File: src/pwr_pkg.sv
// Package for the two-instance 16-bit PWM register interface.
// Assumes byte-wide register port with 8-bit word addresses.
package pwr_pkg;
   localparam int PWR_NINST = 2;
   // Per-instance register block: base + index
   localparam logic [7:0] PWR_INST_STRIDE = 8'h20;
   localparam logic [7:0] PWR_INST0_BASE = 8'h00;
   localparam logic [4:0] PWR_PHL = 5'h00;
   localparam logic [4:0] PWR_PHH = 5'h01;
   localparam logic [4:0] PWR_DCL = 5'h02;
   localparam logic [4:0] PWR_DCH = 5'h03;
   localparam logic [4:0] PWR_PRL = 5'h04;
   localparam logic [4:0] PWR_PRH = 5'h05;
   localparam logic [4:0] PWR_OFL = 5'h06;
   localparam logic [4:0] PWR_OFH = 5'h07;
   localparam logic [4:0] PWR_TML = 5'h08;
   localparam logic [4:0] PWR_TMH = 5'h09;
   localparam logic [4:0] PWR_CON = 5'h0a;
   localparam logic [4:0] PWR_INTE = 5'h0b;
   localparam logic [4:0] PWR_INTF = 5'h0c;
   localparam logic [4:0] PWR_CLK = 5'h0d;
   localparam logic [4:0] PWR_LDC = 5'h0e;
   localparam logic [4:0] PWR_OFC = 5'h0f;
   // Shared mirror registers
   localparam logic [7:0] PWR_EN_MIR = 8'h40;
   localparam logic [7:0] PWR_LD_MIR = 8'h41;
   localparam logic [7:0] PWR_OUT_MIR = 8'h42;
   // Field positions
   localparam int PWR_CON_EN = 7;
   localparam int PWR_CON_OUT = 5;
   localparam int PWR_LDC_ARM = 7;
   localparam int PWR_MIR_LSB = 4;
   localparam int PWR_CLK_PS = 4;
   // Implemented-bit masks
   localparam logic [7:0] PWR_CON_MASK = 8'hbc;
   localparam logic [7:0] PWR_INT_MASK = 8'h0f;
   localparam logic [7:0] PWR_CLK_MASK = 8'h73;
   localparam logic [7:0] PWR_LDC_MASK = 8'hc1;
   localparam logic [7:0] PWR_OFC_MASK = 8'h71;
   localparam logic [7:0] PWR_MIR_MASK = 8'h30;
   localparam logic [7:0] PWR_RST_BYTE = 8'h00;
endpackage

File: src/pwr_regs.sv
// Register file of a two-instance 16-bit PWM: counts, timer, control
// and shared mirror registers. The counting core sits outside and
// talks through timer increment, period end, trigger and active values.
// Assumes a byte register port with one-cycle read latency.
//
// Local design decisions: the register offsets and strobed register access.
`timescale 1ns/10ps

// Operation
// - Period count held as low byte bits 7:0 and high byte bits 15:8.
// - Offset count split into readable writable high and low bytes.
// - Timer count bytes readable, writable, cleared on every reset.
// - Enable mirror shows instance enables at bits 4 and 5, reset zero.
// - Load mirror shows reload-armed bits at 5:4, equal to source.
// - Output mirror bits 5:4 match each control register output bit.
// - Unimplemented mirror and control bits read zero, writes ignored.
// - Period and offset counts not reset; keep contents on reset.
// - Armed and untriggered: load buffers into active at period end.
// - Hardware clears armed bit after reload; software may clear it.
module pwr_regs
   import pwr_pkg::*;
(
   // Clock and reset
   input wire logic mclk_i,
   input wire logic rst_i,
   // Register port
   input wire logic [7:0] addr_i,
   input wire logic [7:0] wdata_i,
   input wire logic wr_i,
   input wire logic rd_i,
   output logic [7:0] rdata_o,
   // PWM core side, one lane per instance
   input wire logic [1:0] period_end_i,
   input wire logic [1:0] trigger_i,
   input wire logic [1:0] out_i,
   input wire logic [1:0] tmr_inc_i,
   output logic [1:0] enable_o,
   output logic [1:0] armed_o,
   output logic [127:0] active_o
);
   logic [7:0] ph_lo_ff [PWR_NINST];
   logic [7:0] ph_hi_ff [PWR_NINST];
   logic [7:0] dc_lo_ff [PWR_NINST];
   logic [7:0] dc_hi_ff [PWR_NINST];
   logic [7:0] pr_lo_ff [PWR_NINST];
   logic [7:0] pr_hi_ff [PWR_NINST];
   logic [7:0] of_lo_ff [PWR_NINST];
   logic [7:0] of_hi_ff [PWR_NINST];
   logic [15:0] tmr_ff [PWR_NINST];
   logic [7:0] con_ff [PWR_NINST];
   logic [7:0] inte_ff [PWR_NINST];
   logic [7:0] intf_ff [PWR_NINST];
   logic [7:0] clk_ff [PWR_NINST];
   logic [7:0] ldc_ff [PWR_NINST];
   logic [7:0] ofc_ff [PWR_NINST];
   logic [1:0] armed;
   logic [63:0] active [PWR_NINST];
   logic [7:0] inst_rd [PWR_NINST];
   logic [7:0] nxt_rdata;
   logic [1:0] en_bits;
   logic [1:0] out_bits;
   logic wr_en_mir;
   logic wr_ld_mir;
   logic wr_out_mir;
   logic [1:0] mir_w;

   assign wr_en_mir = wr_i & (addr_i == PWR_EN_MIR);
   assign wr_ld_mir = wr_i & (addr_i == PWR_LD_MIR);
   assign wr_out_mir = wr_i & (addr_i == PWR_OUT_MIR);
   assign mir_w = wdata_i[PWR_MIR_LSB+1:PWR_MIR_LSB];

   genvar g;
   generate
      for (g = 0; g < PWR_NINST; g++) begin : g_inst
         localparam logic [7:0] BASE = PWR_INST0_BASE
            + 8'(g) * PWR_INST_STRIDE;
         logic hit;
         logic [4:0] idx;
         logic wsel;
         logic ld_arm_wr;
         logic ld_arm_val;
         logic [6:0] pre_cnt_ff;
         logic [6:0] pre_mask;
         logic tmr_tick;

         assign hit = (addr_i[7:5] == BASE[7:5]);
         assign idx = addr_i[4:0];
         assign wsel = wr_i & hit;
         assign ld_arm_wr = (wsel & (idx == PWR_LDC)) | wr_ld_mir;
         assign ld_arm_val = wr_ld_mir ? mir_w[g] : wdata_i[PWR_LDC_ARM];

         // Timer steps once every 2^PS increment pulses; the divider
         // phase restarts whenever the instance is disabled
         assign pre_mask = 7'((8'h01 << clk_ff[g][PWR_CLK_PS+2:PWR_CLK_PS])
            - 8'h01);
         assign tmr_tick = tmr_inc_i[g]
            & ((pre_cnt_ff & pre_mask) == pre_mask);

         always_ff @(posedge mclk_i) begin
            if (rst_i | ~con_ff[g][PWR_CON_EN]) begin
               pre_cnt_ff <= 7'h00;
            end else if (tmr_inc_i[g]) begin
               pre_cnt_ff <= pre_cnt_ff + 7'h01;
            end
         end

         // Count buffers keep contents through reset
         always_ff @(posedge mclk_i) begin
            if (wsel) begin
               unique case (idx)
                  PWR_PHL: ph_lo_ff[g] <= wdata_i;
                  PWR_PHH: ph_hi_ff[g] <= wdata_i;
                  PWR_DCL: dc_lo_ff[g] <= wdata_i;
                  PWR_DCH: dc_hi_ff[g] <= wdata_i;
                  PWR_PRL: pr_lo_ff[g] <= wdata_i;
                  PWR_PRH: pr_hi_ff[g] <= wdata_i;
                  PWR_OFL: of_lo_ff[g] <= wdata_i;
                  PWR_OFH: of_hi_ff[g] <= wdata_i;
                  default: ;
               endcase
            end
         end

         always_ff @(posedge mclk_i) begin
            if (rst_i) begin
               tmr_ff[g] <= {PWR_RST_BYTE, PWR_RST_BYTE};
            end else if (wsel & (idx == PWR_TML)) begin
               tmr_ff[g][7:0] <= wdata_i;
            end else if (wsel & (idx == PWR_TMH)) begin
               tmr_ff[g][15:8] <= wdata_i;
            end else if (tmr_tick & con_ff[g][PWR_CON_EN]) begin
               tmr_ff[g] <= tmr_ff[g] + 16'h0001;
            end
         end

         always_ff @(posedge mclk_i) begin
            if (rst_i) begin
               con_ff[g] <= PWR_RST_BYTE;
            end else begin
               if (wsel & (idx == PWR_CON)) begin
                  con_ff[g] <= wdata_i & PWR_CON_MASK;
               end
               if (wr_en_mir) begin
                  con_ff[g][PWR_CON_EN] <= mir_w[g];
               end
               // Output bit follows the core unless software writes it
               if (wr_out_mir) begin
                  con_ff[g][PWR_CON_OUT] <= mir_w[g];
               end else if (!(wsel & (idx == PWR_CON))) begin
                  con_ff[g][PWR_CON_OUT] <= out_i[g];
               end
            end
         end

         always_ff @(posedge mclk_i) begin
            if (rst_i) begin
               inte_ff[g] <= PWR_RST_BYTE;
               clk_ff[g] <= PWR_RST_BYTE;
               ldc_ff[g] <= PWR_RST_BYTE;
               ofc_ff[g] <= PWR_RST_BYTE;
            end else if (wsel) begin
               unique case (idx)
                  PWR_INTE: inte_ff[g] <= wdata_i & PWR_INT_MASK;
                  PWR_CLK: clk_ff[g] <= wdata_i & PWR_CLK_MASK;
                  PWR_LDC: ldc_ff[g] <= wdata_i & PWR_LDC_MASK;
                  PWR_OFC: ofc_ff[g] <= wdata_i & PWR_OFC_MASK;
                  default: ;
               endcase
            end
         end

         // Flags forced clear while disabled; events win over a clear
         always_ff @(posedge mclk_i) begin
            if (rst_i | ~con_ff[g][PWR_CON_EN]) begin
               intf_ff[g] <= PWR_RST_BYTE;
            end else begin
               if (wsel & (idx == PWR_INTF)) begin
                  intf_ff[g] <= wdata_i & PWR_INT_MASK;
               end
               if (period_end_i[g]) begin
                  intf_ff[g][0] <= 1'b1;
               end
            end
         end

         pwr_reload u_reload (
            .mclk_i(mclk_i),
            .rst_i(rst_i),
            .arm_wr_i(ld_arm_wr),
            .arm_val_i(ld_arm_val),
            .on_trigger_i(ldc_ff[g][PWR_LDC_ARM-1]),
            .trigger_i(trigger_i[g]),
            .period_end_i(period_end_i[g]),
            .buf_i({of_hi_ff[g], of_lo_ff[g], ph_hi_ff[g], ph_lo_ff[g],
                    dc_hi_ff[g], dc_lo_ff[g], pr_hi_ff[g], pr_lo_ff[g]}),
            .armed_o(armed[g]),
            .active_o(active[g])
         );

         assign en_bits[g] = con_ff[g][PWR_CON_EN];
         assign out_bits[g] = con_ff[g][PWR_CON_OUT];

         always_comb begin
            unique case (idx)
               PWR_PHL: inst_rd[g] = ph_lo_ff[g];
               PWR_PHH: inst_rd[g] = ph_hi_ff[g];
               PWR_DCL: inst_rd[g] = dc_lo_ff[g];
               PWR_DCH: inst_rd[g] = dc_hi_ff[g];
               PWR_PRL: inst_rd[g] = pr_lo_ff[g];
               PWR_PRH: inst_rd[g] = pr_hi_ff[g];
               PWR_OFL: inst_rd[g] = of_lo_ff[g];
               PWR_OFH: inst_rd[g] = of_hi_ff[g];
               PWR_TML: inst_rd[g] = tmr_ff[g][7:0];
               PWR_TMH: inst_rd[g] = tmr_ff[g][15:8];
               PWR_CON: inst_rd[g] = con_ff[g];
               PWR_INTE: inst_rd[g] = inte_ff[g];
               PWR_INTF: inst_rd[g] = intf_ff[g];
               PWR_CLK: inst_rd[g] = clk_ff[g];
               // Armed bit lives in the reload module
               PWR_LDC: inst_rd[g] = {armed[g], ldc_ff[g][6:0]};
               PWR_OFC: inst_rd[g] = ofc_ff[g];
               default: inst_rd[g] = 8'h00;
            endcase
         end
      end
   endgenerate

   always_comb begin
      nxt_rdata = 8'h00;
      if (addr_i == PWR_EN_MIR) begin
         nxt_rdata = {2'h0, en_bits, 4'h0};
      end else if (addr_i == PWR_LD_MIR) begin
         nxt_rdata = {2'h0, armed, 4'h0};
      end else if (addr_i == PWR_OUT_MIR) begin
         nxt_rdata = {2'h0, out_bits, 4'h0};
      end else if (addr_i[7:5] == PWR_INST0_BASE[7:5]) begin
         nxt_rdata = inst_rd[0];
      end else if (addr_i[7:5] == 3'(PWR_INST_STRIDE[7:5])) begin
         nxt_rdata = inst_rd[1];
      end
   end

   always_ff @(posedge mclk_i) begin
      if (rst_i) begin
         rdata_o <= 8'h00;
      end else if (rd_i) begin
         rdata_o <= nxt_rdata;
      end else begin
         rdata_o <= 8'h00;
      end
   end

   always_ff @(posedge mclk_i) begin
      if (rst_i) begin
         enable_o <= 2'h0;
         armed_o <= 2'h0;
      end else begin
         enable_o <= en_bits;
         armed_o <= armed;
      end
   end

   always_ff @(posedge mclk_i) begin
      active_o <= {active[1], active[0]};
   end
endmodule

File: src/pwr_reload.sv
// Reload-arm handling for one instance: holds the armed bit and
// copies buffered values into active registers at period end.
// Assumes period_end_i is a one-cycle pulse from the PWM core.
`timescale 1ns/10ps
module pwr_reload
   import pwr_pkg::*;
(
   // Clock and reset
   input wire logic mclk_i,
   input wire logic rst_i,
   // Control
   input wire logic arm_wr_i,
   input wire logic arm_val_i,
   input wire logic on_trigger_i,
   input wire logic trigger_i,
   input wire logic period_end_i,
   input wire logic [63:0] buf_i,
   // Status
   output logic armed_o,
   output logic [63:0] active_o
);
   logic armed_ff;
   logic trig_seen_ff;
   logic load;

   // A trigger in the closing cycle of a period still counts for it
   assign load = armed_ff & period_end_i
      & (~on_trigger_i | trig_seen_ff | trigger_i);
   assign armed_o = armed_ff;

   always_ff @(posedge mclk_i) begin
      if (rst_i) begin
         armed_ff <= 1'b0;
      end else if (load) begin
         armed_ff <= 1'b0;
      end else if (arm_wr_i) begin
         armed_ff <= arm_val_i;
      end
   end

   // Trigger is remembered within the period when it arrives
   always_ff @(posedge mclk_i) begin
      if (rst_i | load | ~armed_ff) begin
         trig_seen_ff <= 1'b0;
      end else if (trigger_i) begin
         trig_seen_ff <= 1'b1;
      end
   end

   always_ff @(posedge mclk_i) begin
      if (load) begin
         active_o <= buf_i;
      end
   end
endmodule
File: config.mk
export PLATFORM = sky130hd
export DESIGN_NAME = pwr_regs
export DESIGN_NICKNAME = d
export VERILOG_FILES = /design/src/pwr_pkg.sv /design/src/pwr_regs.sv /design/src/pwr_reload.sv
export SDC_FILE = /design/constraint.sdc
export NUM_CORES = 1
export LEC_CHECK = 0
export CORE_UTILIZATION = 53
export DETAILED_ROUTE_END_ITERATION = 8
export DONT_BUFFER_PORTS = 1
export PLACE_DENSITY = 0.75
export SYNTH_ARGS = -nofsm -noshare
export SYNTH_HDL_FRONTEND = slang
export SYNTH_HIERARCHICAL = 1
export SYNTH_SLANG_ARGS = --single-unit
File: constraint.sdc
create_clock -name mclk_i -period 3 [get_ports mclk_i]
set_input_delay 0.15 -clock mclk_i [delete_from_list [all_inputs] [get_ports mclk_i]]
set_output_delay 0.15 -clock mclk_i [all_outputs]
set_load 0.01 [all_outputs]
==> results.json, run 1 <==
{
  "final_nets": 1262,
  "p_leak_nw": 6.738,
  "drive_above_1_share_pct": 12.15,
  "cp_slowest_stage_delay_ps": 500,
  "routed_via_density": 6.225,
  "grt_max_degree": 65,
  "gp_congestion": 0.9585,
  "status": "complete, no violations",
  "synth_top_area_share_pct": 58.60,
  "wire_per_inst_um": 26.90,
  "hold_class": "in2reg",
  "required_ps": 3390,
  "fin_skew_ps": 15.18,
  "synth_async_sr_flop_share_pct": 0,
  "cts-htree-levels": 2,
  "drtIter0Drc": 1615,
  "relSlewSlack_pct": 12.41,
  "min_period_ps": 2763,
  "fmax_mhz": 361.9,
  "final_util_pct": 62.05,
  "worstSetupEndpointType": "register",
  "finalCritPeriodShare_pct": 92.11,
  "grtUsageTotal_pct": 27.72,
  "syn_inst": 1149,
  "area_growth_syn_to_layout_pct": 14.58,
  "synth_area_leader_cell": "edfxtp_1",
  "synth_area_leaders": "edfxtp_1 (59%), dfxtp_1 (18%), a22oi_1 (2.8%)",
  "numCtsBuffers": 47,
  "irDropWorstVdd_mv": 0.4113,
  "cts_sinks": 494,
  "die_h_um": 182.2,
  "postLayoutSetupSlackWorst_ps": 236.7,
  "max_cap_violations": 0,
  "path_cells": "or3_1 > ha_1 > o21ai_0 > a211oi_1 > o31ai_1 > a31oi_1 > nand3_1 > o21ai_0",
  "grt_pass1_vias": 10130,
  "ios": 168,
  "report.final.slew_viol_count": 0,
  "rsz0062_at_grt": "false",
  "synth_edf_count": 336,
  "pwr_density_cell_mw_per_mm2": 682.8,
  "ant_nets": 0,
  "core_area_mm2": 0.03180,
  "synth_cell_types": 61,
  "layout_commonest_cell": "edfxtp_1",
  "initial_core_util_pct": 54.15,
  "layout_common_cells": "edfxtp_1 (336), dfxtp_1 (158), nor2_1 (87), nand2_1 (82), a22oi_1 (65)",
  "hold_violations": 0,
  "firstDrtPassIters": 6,
  "yosysSeqAreaShare_pct": 76.97,
  "cp_max_fo": 16,
  "cts_tree": "built",
  "final-setup-viol-count": 0,
  "numPortBuffers": 0,
  "dp_slack_ps": 207.1,
  "clk_pin_slew_ps": 60,
  "overflow": 0,
  "die-area_mm2": 0.03321,
  "crit_top_cell": "o21ai_0",
  "die_w_um": 182.2,
  "crit_path_start_kind": "register",
  "rows": 65,
  "yosysWarnings": 6,
  "ctsRootBufferMaster": "clkbuf_16",
  "via_count": 10610,
  "drt_wl_total_um": 45840,
  "dp_hpwl_um": 29850,
  "setup.worst_path.class": "reg2reg",
  "power.total_w": 0.01347,
  "cts_max_path_buffers": 3,
  "avgSynthCellArea_um2": 14.99,
  "grt_pass1_wl_um": 66890,
  "cts_setup_buffers": 0,
  "fill_cells": 2280,
  "tightestPinTransition_ps": 1310,
  "slowest_stage": "edfxtp_1",
  "crit_arrival_ps": 3150,
  "ys.flop_type": "edfxtp_1",
  "fin_setup_tns_ps": 0,
  "ys_ff_latch": 494,
  "syn-cell-area_mm2": 0.01722,
  "clk_latency_ps": 570,
  "grt_antenna_before_repair": 1,
  "route.detailed.drc": 0
}
cells in the mapped netlist (5+ instances only):
library cell / instances
a211oi_1: 5
a21oi_1: 13
a22o_1: 7
a22oi_1: 65
a32oi_1: 7
and2_1: 16
and3_1: 20
buf_2: 17
buf_4: 8
clkbuf_1: 13
dfxtp_1: 158
edfxtp_1: 336
ha_1: 5
inv_1: 10
mux2_2: 5
mux2i_1: 16
nand2_1: 82
nand2b_1: 20
nand3_1: 27
nand4_1: 31
nor2_1: 87
nor2_2: 5
nor2b_1: 7
nor3_1: 14
nor4_1: 5
o21ai_0: 40
o22ai_1: 19
or3_1: 9
xnor2_1: 17
xor2_1: 20
path summary, 6_finish.rpt:
| check | start | end | slack (ps) | depth (start not counted) |
|---|---|---|---|---|
| max | clk_ff[0][2]$_SDFFCE_PN0P_ | tmr_ff[0][1]$_DFFE_PP_ | 240 | 8 |
| min | addr_i[3] | ofc_ff[0][1]$_SDFFCE_PN0P_ | 20 | 2 |
| max reg2reg | clk_ff[0][2]$_SDFFCE_PN0P_ | tmr_ff[0][1]$_DFFE_PP_ | 240 | 8 |
| min reg2reg | g_inst[0].u_reload/active_o[37]$_DFFE_PP_ | active_o[37]$_DFF_P_ | 340 | 0 |
logic make-up (layout without fill, tap and decap cells):
logic type      Yosys count  count (layout)  synth area share (%)
compound gates          178             178                 6.990
xor+xnor                 37              37                 1.882
fa+ha+maj                 5               5                0.3633
buf+inv                  52             170                 1.475
flops                   494             494                 76.97
mux                      22              22                 1.388
other cells               1               3               0.02178
simple gates            360             360                 10.91
registers in the layout, summed over array words and instances (netlist names), 4 cells and up:
| name | flops |
|---|---|
| active_o | 128 |
| clk_ff | 10 |
| con_ff | 10 |
| dc_hi_ff | 16 |
| dc_lo_ff | 16 |
| g_inst.pre_cnt_ff | 14 |
| g_inst.u_reload/active_o | 128 |
| inte_ff | 8 |
| intf_ff | 8 |
| ldc_ff | 4 |
| of_hi_ff | 16 |
| of_lo_ff | 16 |
| ofc_ff | 8 |
| ph_hi_ff | 16 |
| ph_lo_ff | 16 |
| pr_hi_ff | 16 |
| pr_lo_ff | 16 |
| rdata_o | 8 |
| tmr_ff | 32 |
critical path, delay by kind of cell, from the launching register on:
family                   cells  cell delay [ps]
AO/OA/AOI/OAI                5              930
adder cells (fa/ha/maj)      1              290
flip-flops                   1              500
AND/OR/NAND/NOR              2              870
power by group:
group | switching, W | internal, W
logic | 0.000246 | 0.000120
clock network | 0.00256 | 0.00320
registers | 0.0000577 | 0.00729
timing repair:
action | CTS | global route
hold endpoints to repair | 242 | 0
resized for setup | 0 | 1
endpoints found under the setup margin | 0 | 8
hold buffers | 28 | 0
layout make-up:
cell class	instances	area [µm²]	area share, %
diodes	1	2.502	0.01268
clock buffers	61	1262	6.399
clock inverters	27	249.0	1.262
inverters	10	37.54	0.1902
multi-input cells	604	3716	18.83
flip-flops and latches	494	13250	67.17
well taps	435	544.3	2.759
repair buffers	72	665.6	3.374
through the flow:
stage / instances / cell area, µm² / hold slack [ps]
global route: 1704 / 19730 / 6.514
detailed placement: 1587 / 17910 / 229.1
global placement: 1587 / 17910 / 227.7
CTS: 1703 / 19730 / 0.7769
floorplan: 1150 / 17220 / 222.1
finish: 1704 / 19730 / 17.82
per-layer routing:
layer / vias to the layer above / share of wire, % / global-route usage [%] / routed length (µm)
li1: 4489 / - / - / -
met1: 5126 / 38 / 39.08 / 17380
met2: 864 / 45 / 41.79 / 20510
met3: 128 / 14 / 7.484 / 6285
met4: 0 / 3.6 / 9.445 / 1665
met5: - / 0 / 0 / 0
Note: power is estimated with default switching activity, not from simulation.
==> inputs of run 2 (changes only) <==
Settings changed: SLEW_MARGIN set to 20.
Clock period 3 ns to 3.55 ns, I/O delays scaled along.
==> results.json, run 2 (synthesis results as in run 1) <==
{
  "grt_pass1_vias": 9976,
  "crit_path_start_kind": "register",
  "seqPwrFrac_pct": 54.1,
  "final_cell_area_mm2": 0.01965,
  "reg2reg_to": "tmr_ff[0][0]$_DFFE_PP_",
  "firstDrtPassIters": 8,
  "fin_setup_tns_ps": 0,
  "clkPwrFrac_pct": 43.3,
  "clk_pin_slew_ps": 70,
  "largestRegisters": "active_o x128, g_inst.u_reload/active_o x128, tmr_ff x32",
  "endpoint": "tmr_ff[0][0]$_DFFE_PP_",
  "rows": 65,
  "core_area_mm2": 0.03180,
  "route.detailed.drc": 0,
  "p_comb_share_pct": 2.7,
  "crit_arrival_ps": 3290,
  "cts_sinks": 494,
  "dp_hpwl_um": 29920,
  "final_nets": 1243,
  "dp_slack_ps": 723.5,
  "cts_tree": "built",
  "initial_core_util_pct": 54.15,
  "routed_via_density": 6.269,
  "overflow": 0,
  "relSlewSlack_pct": 17.83,
  "postLayoutSetupSlackWorst_ps": 635.4,
  "intPower_w": 0.009134,
  "ios": 168,
  "drt_wl_total_um": 45760,
  "postPlaceCellArea_mm2": 0.01775,
  "power.share.switching_pct": 20.55,
  "grt_max_degree": 65,
  "numPortBuffers": 0,
  "report.final.slew_viol_count": 0,
  "drive_above_1_share_pct": 11.14,
  "required_ps": 3920,
  "tightestPinTransition_ps": 1228,
  "power_switching_w": 0.002363,
  "crit_start": "clk_ff[0][4]$_SDFFCE_PN0P_",
  "die-area_mm2": 0.03321,
  "cts_setup_buffers": 0,
  "finalCritPeriodShare_pct": 82.10,
  "cts_max_path_buffers": 3,
  "fin_hold_ws_ps": 12.90,
  "rsz0062_at_grt": "false",
  "die_h_um": 182.2,
  "pwr_density_cell_mw_per_mm2": 585.0,
  "clk_latency_ps": 560,
  "ant_nets": 0,
  "drtIter0Drc": 1456,
  "hold_violations": 0,
  "grtUsageTotal_pct": 27.62,
  "irDropWorstVdd_mv": 0.4358,
  "wire_per_inst_um": 27.15,
  "cp_max_fo": 16,
  "p_leak_nw": 6.686,
  "final-setup-viol-count": 0,
  "worstSetupEndpointType": "register",
  "max_cap_violations": 0,
  "cts-htree-levels": 2,
  "numCtsBuffers": 46,
  "grt_pass1_wl_um": 66270,
  "min_period_ps": 2915,
  "regToRegSetupSlack_ps": 640,
  "reg2reg_depth": 8,
  "status": "complete, no violations",
  "min_path_cells": 2,
  "final_util_pct": 61.79,
  "hold_class": "in2reg",
  "layout_common_cells": "edfxtp_1 (336), dfxtp_1 (158), nor2_1 (86), nand2_1 (82), a22oi_1 (65)",
  "die_w_um": 182.2,
  "gp_congestion": 0.9240,
  "fin_skew_ps": 12.06,
  "ctsRootBufferMaster": "clkbuf_16",
  "r2r_start": "clk_ff[0][4]$_SDFFCE_PN0P_",
  "grt_antenna_before_repair": 2,
  "fmax_mhz": 343.1,
  "setup.worst_path.class": "reg2reg",
  "via_count": 10560,
  "area_growth_syn_to_layout_pct": 14.12,
  "layout_commonest_cell": "edfxtp_1"
}
[run 2: cell count changes in the layout (fill, tap and decap cells not counted), moves of 2 or more]
cell,previous run,this run
buf_4,42,26
clkbuf_1,10,5
clkbuf_16,47,50
clkbuf_2,0,2
clkbuf_8,3,9
clkinv_2,14,7
clkinv_4,4,2
inv_1,10,12
[run 2: how the worst min path moves through the flow]
stage	to	slack (ps)	start
after floorplan	g_inst[0].u_reload/armed_o$_SDFFE_PP0P_	250	rst_i
after detailed placement	armed_o[1]$_SDFF_PP0_	260	rst_i
final	clk_ff[1][1]$_SDFFCE_PN0P_	10	rst_i
after global placement	armed_o[1]$_SDFF_PP0_	260	rst_i
after CTS	clk_ff[1][1]$_SDFFCE_PN0P_	5	rst_i
after global routing	con_ff[0][0]$_SDFFCE_PN0P_	2	wdata_i[2]
[run 2: metal layers]
metal | global-route usage, % | vias up | part of all wire [%]
li1 | - | 4451 | -
met1 | 38.79 | 5155 | 38
met2 | 41.50 | 833 | 44
met3 | 7.005 | 125 | 14
met4 | 10.79 | 0 | 3.9
met5 | 0 | - | 0
[run 2: cell type report]
cell class / count / area (µm²)
antenna: 2 / 5.005
clock buffer: 67 / 1411
clock inverter: 19 / 165.2
fill: 2319 / 12150
inverter: 10 / 37.54
multi-input combinational: 604 / 3719
sequential: 494 / 13250
tap: 435 / 544.3
timing repair buffer: 54 / 515.5
[run 2: what timing repair did]
item                                   in CTS  in global routing
hold buffers                               28                  0
endpoints found under the hold margin     237                  0
setup endpoints to repair                   0                  0
resized for setup                           0                  0
[run 2: per-stage QoR]
stage	power [W]	cells
global route	0.01178	1684
detailed placement	0.006545	1569
global placement	0.006539	1569
finish	0.01150	1685
floorplan	0.006485	1150
CTS	0.01151	1683
[run 2: critical path, stage by stage, from the launching register on]
cell and delay [ps]:
edfxtp_1 530, or3_1 430, ha_1 290, o21ai_0 80, a211oi_1 240, o31ai_1 130
a31oi_1 220, nand3_1 460, o21ai_0 350
[run 2: power groups by stage]
stage          registers (W)  logic (W)  clock network (W)
2_1_floorplan        0.00631   0.000172                  0
3_3_place_gp         0.00633   0.000206                  0
3_5_place_dp         0.00634   0.000209                  0
4_1_cts              0.00621   0.000296            0.00501
5_1_grt              0.00621   0.000317            0.00525
6_report             0.00621   0.000307            0.00498
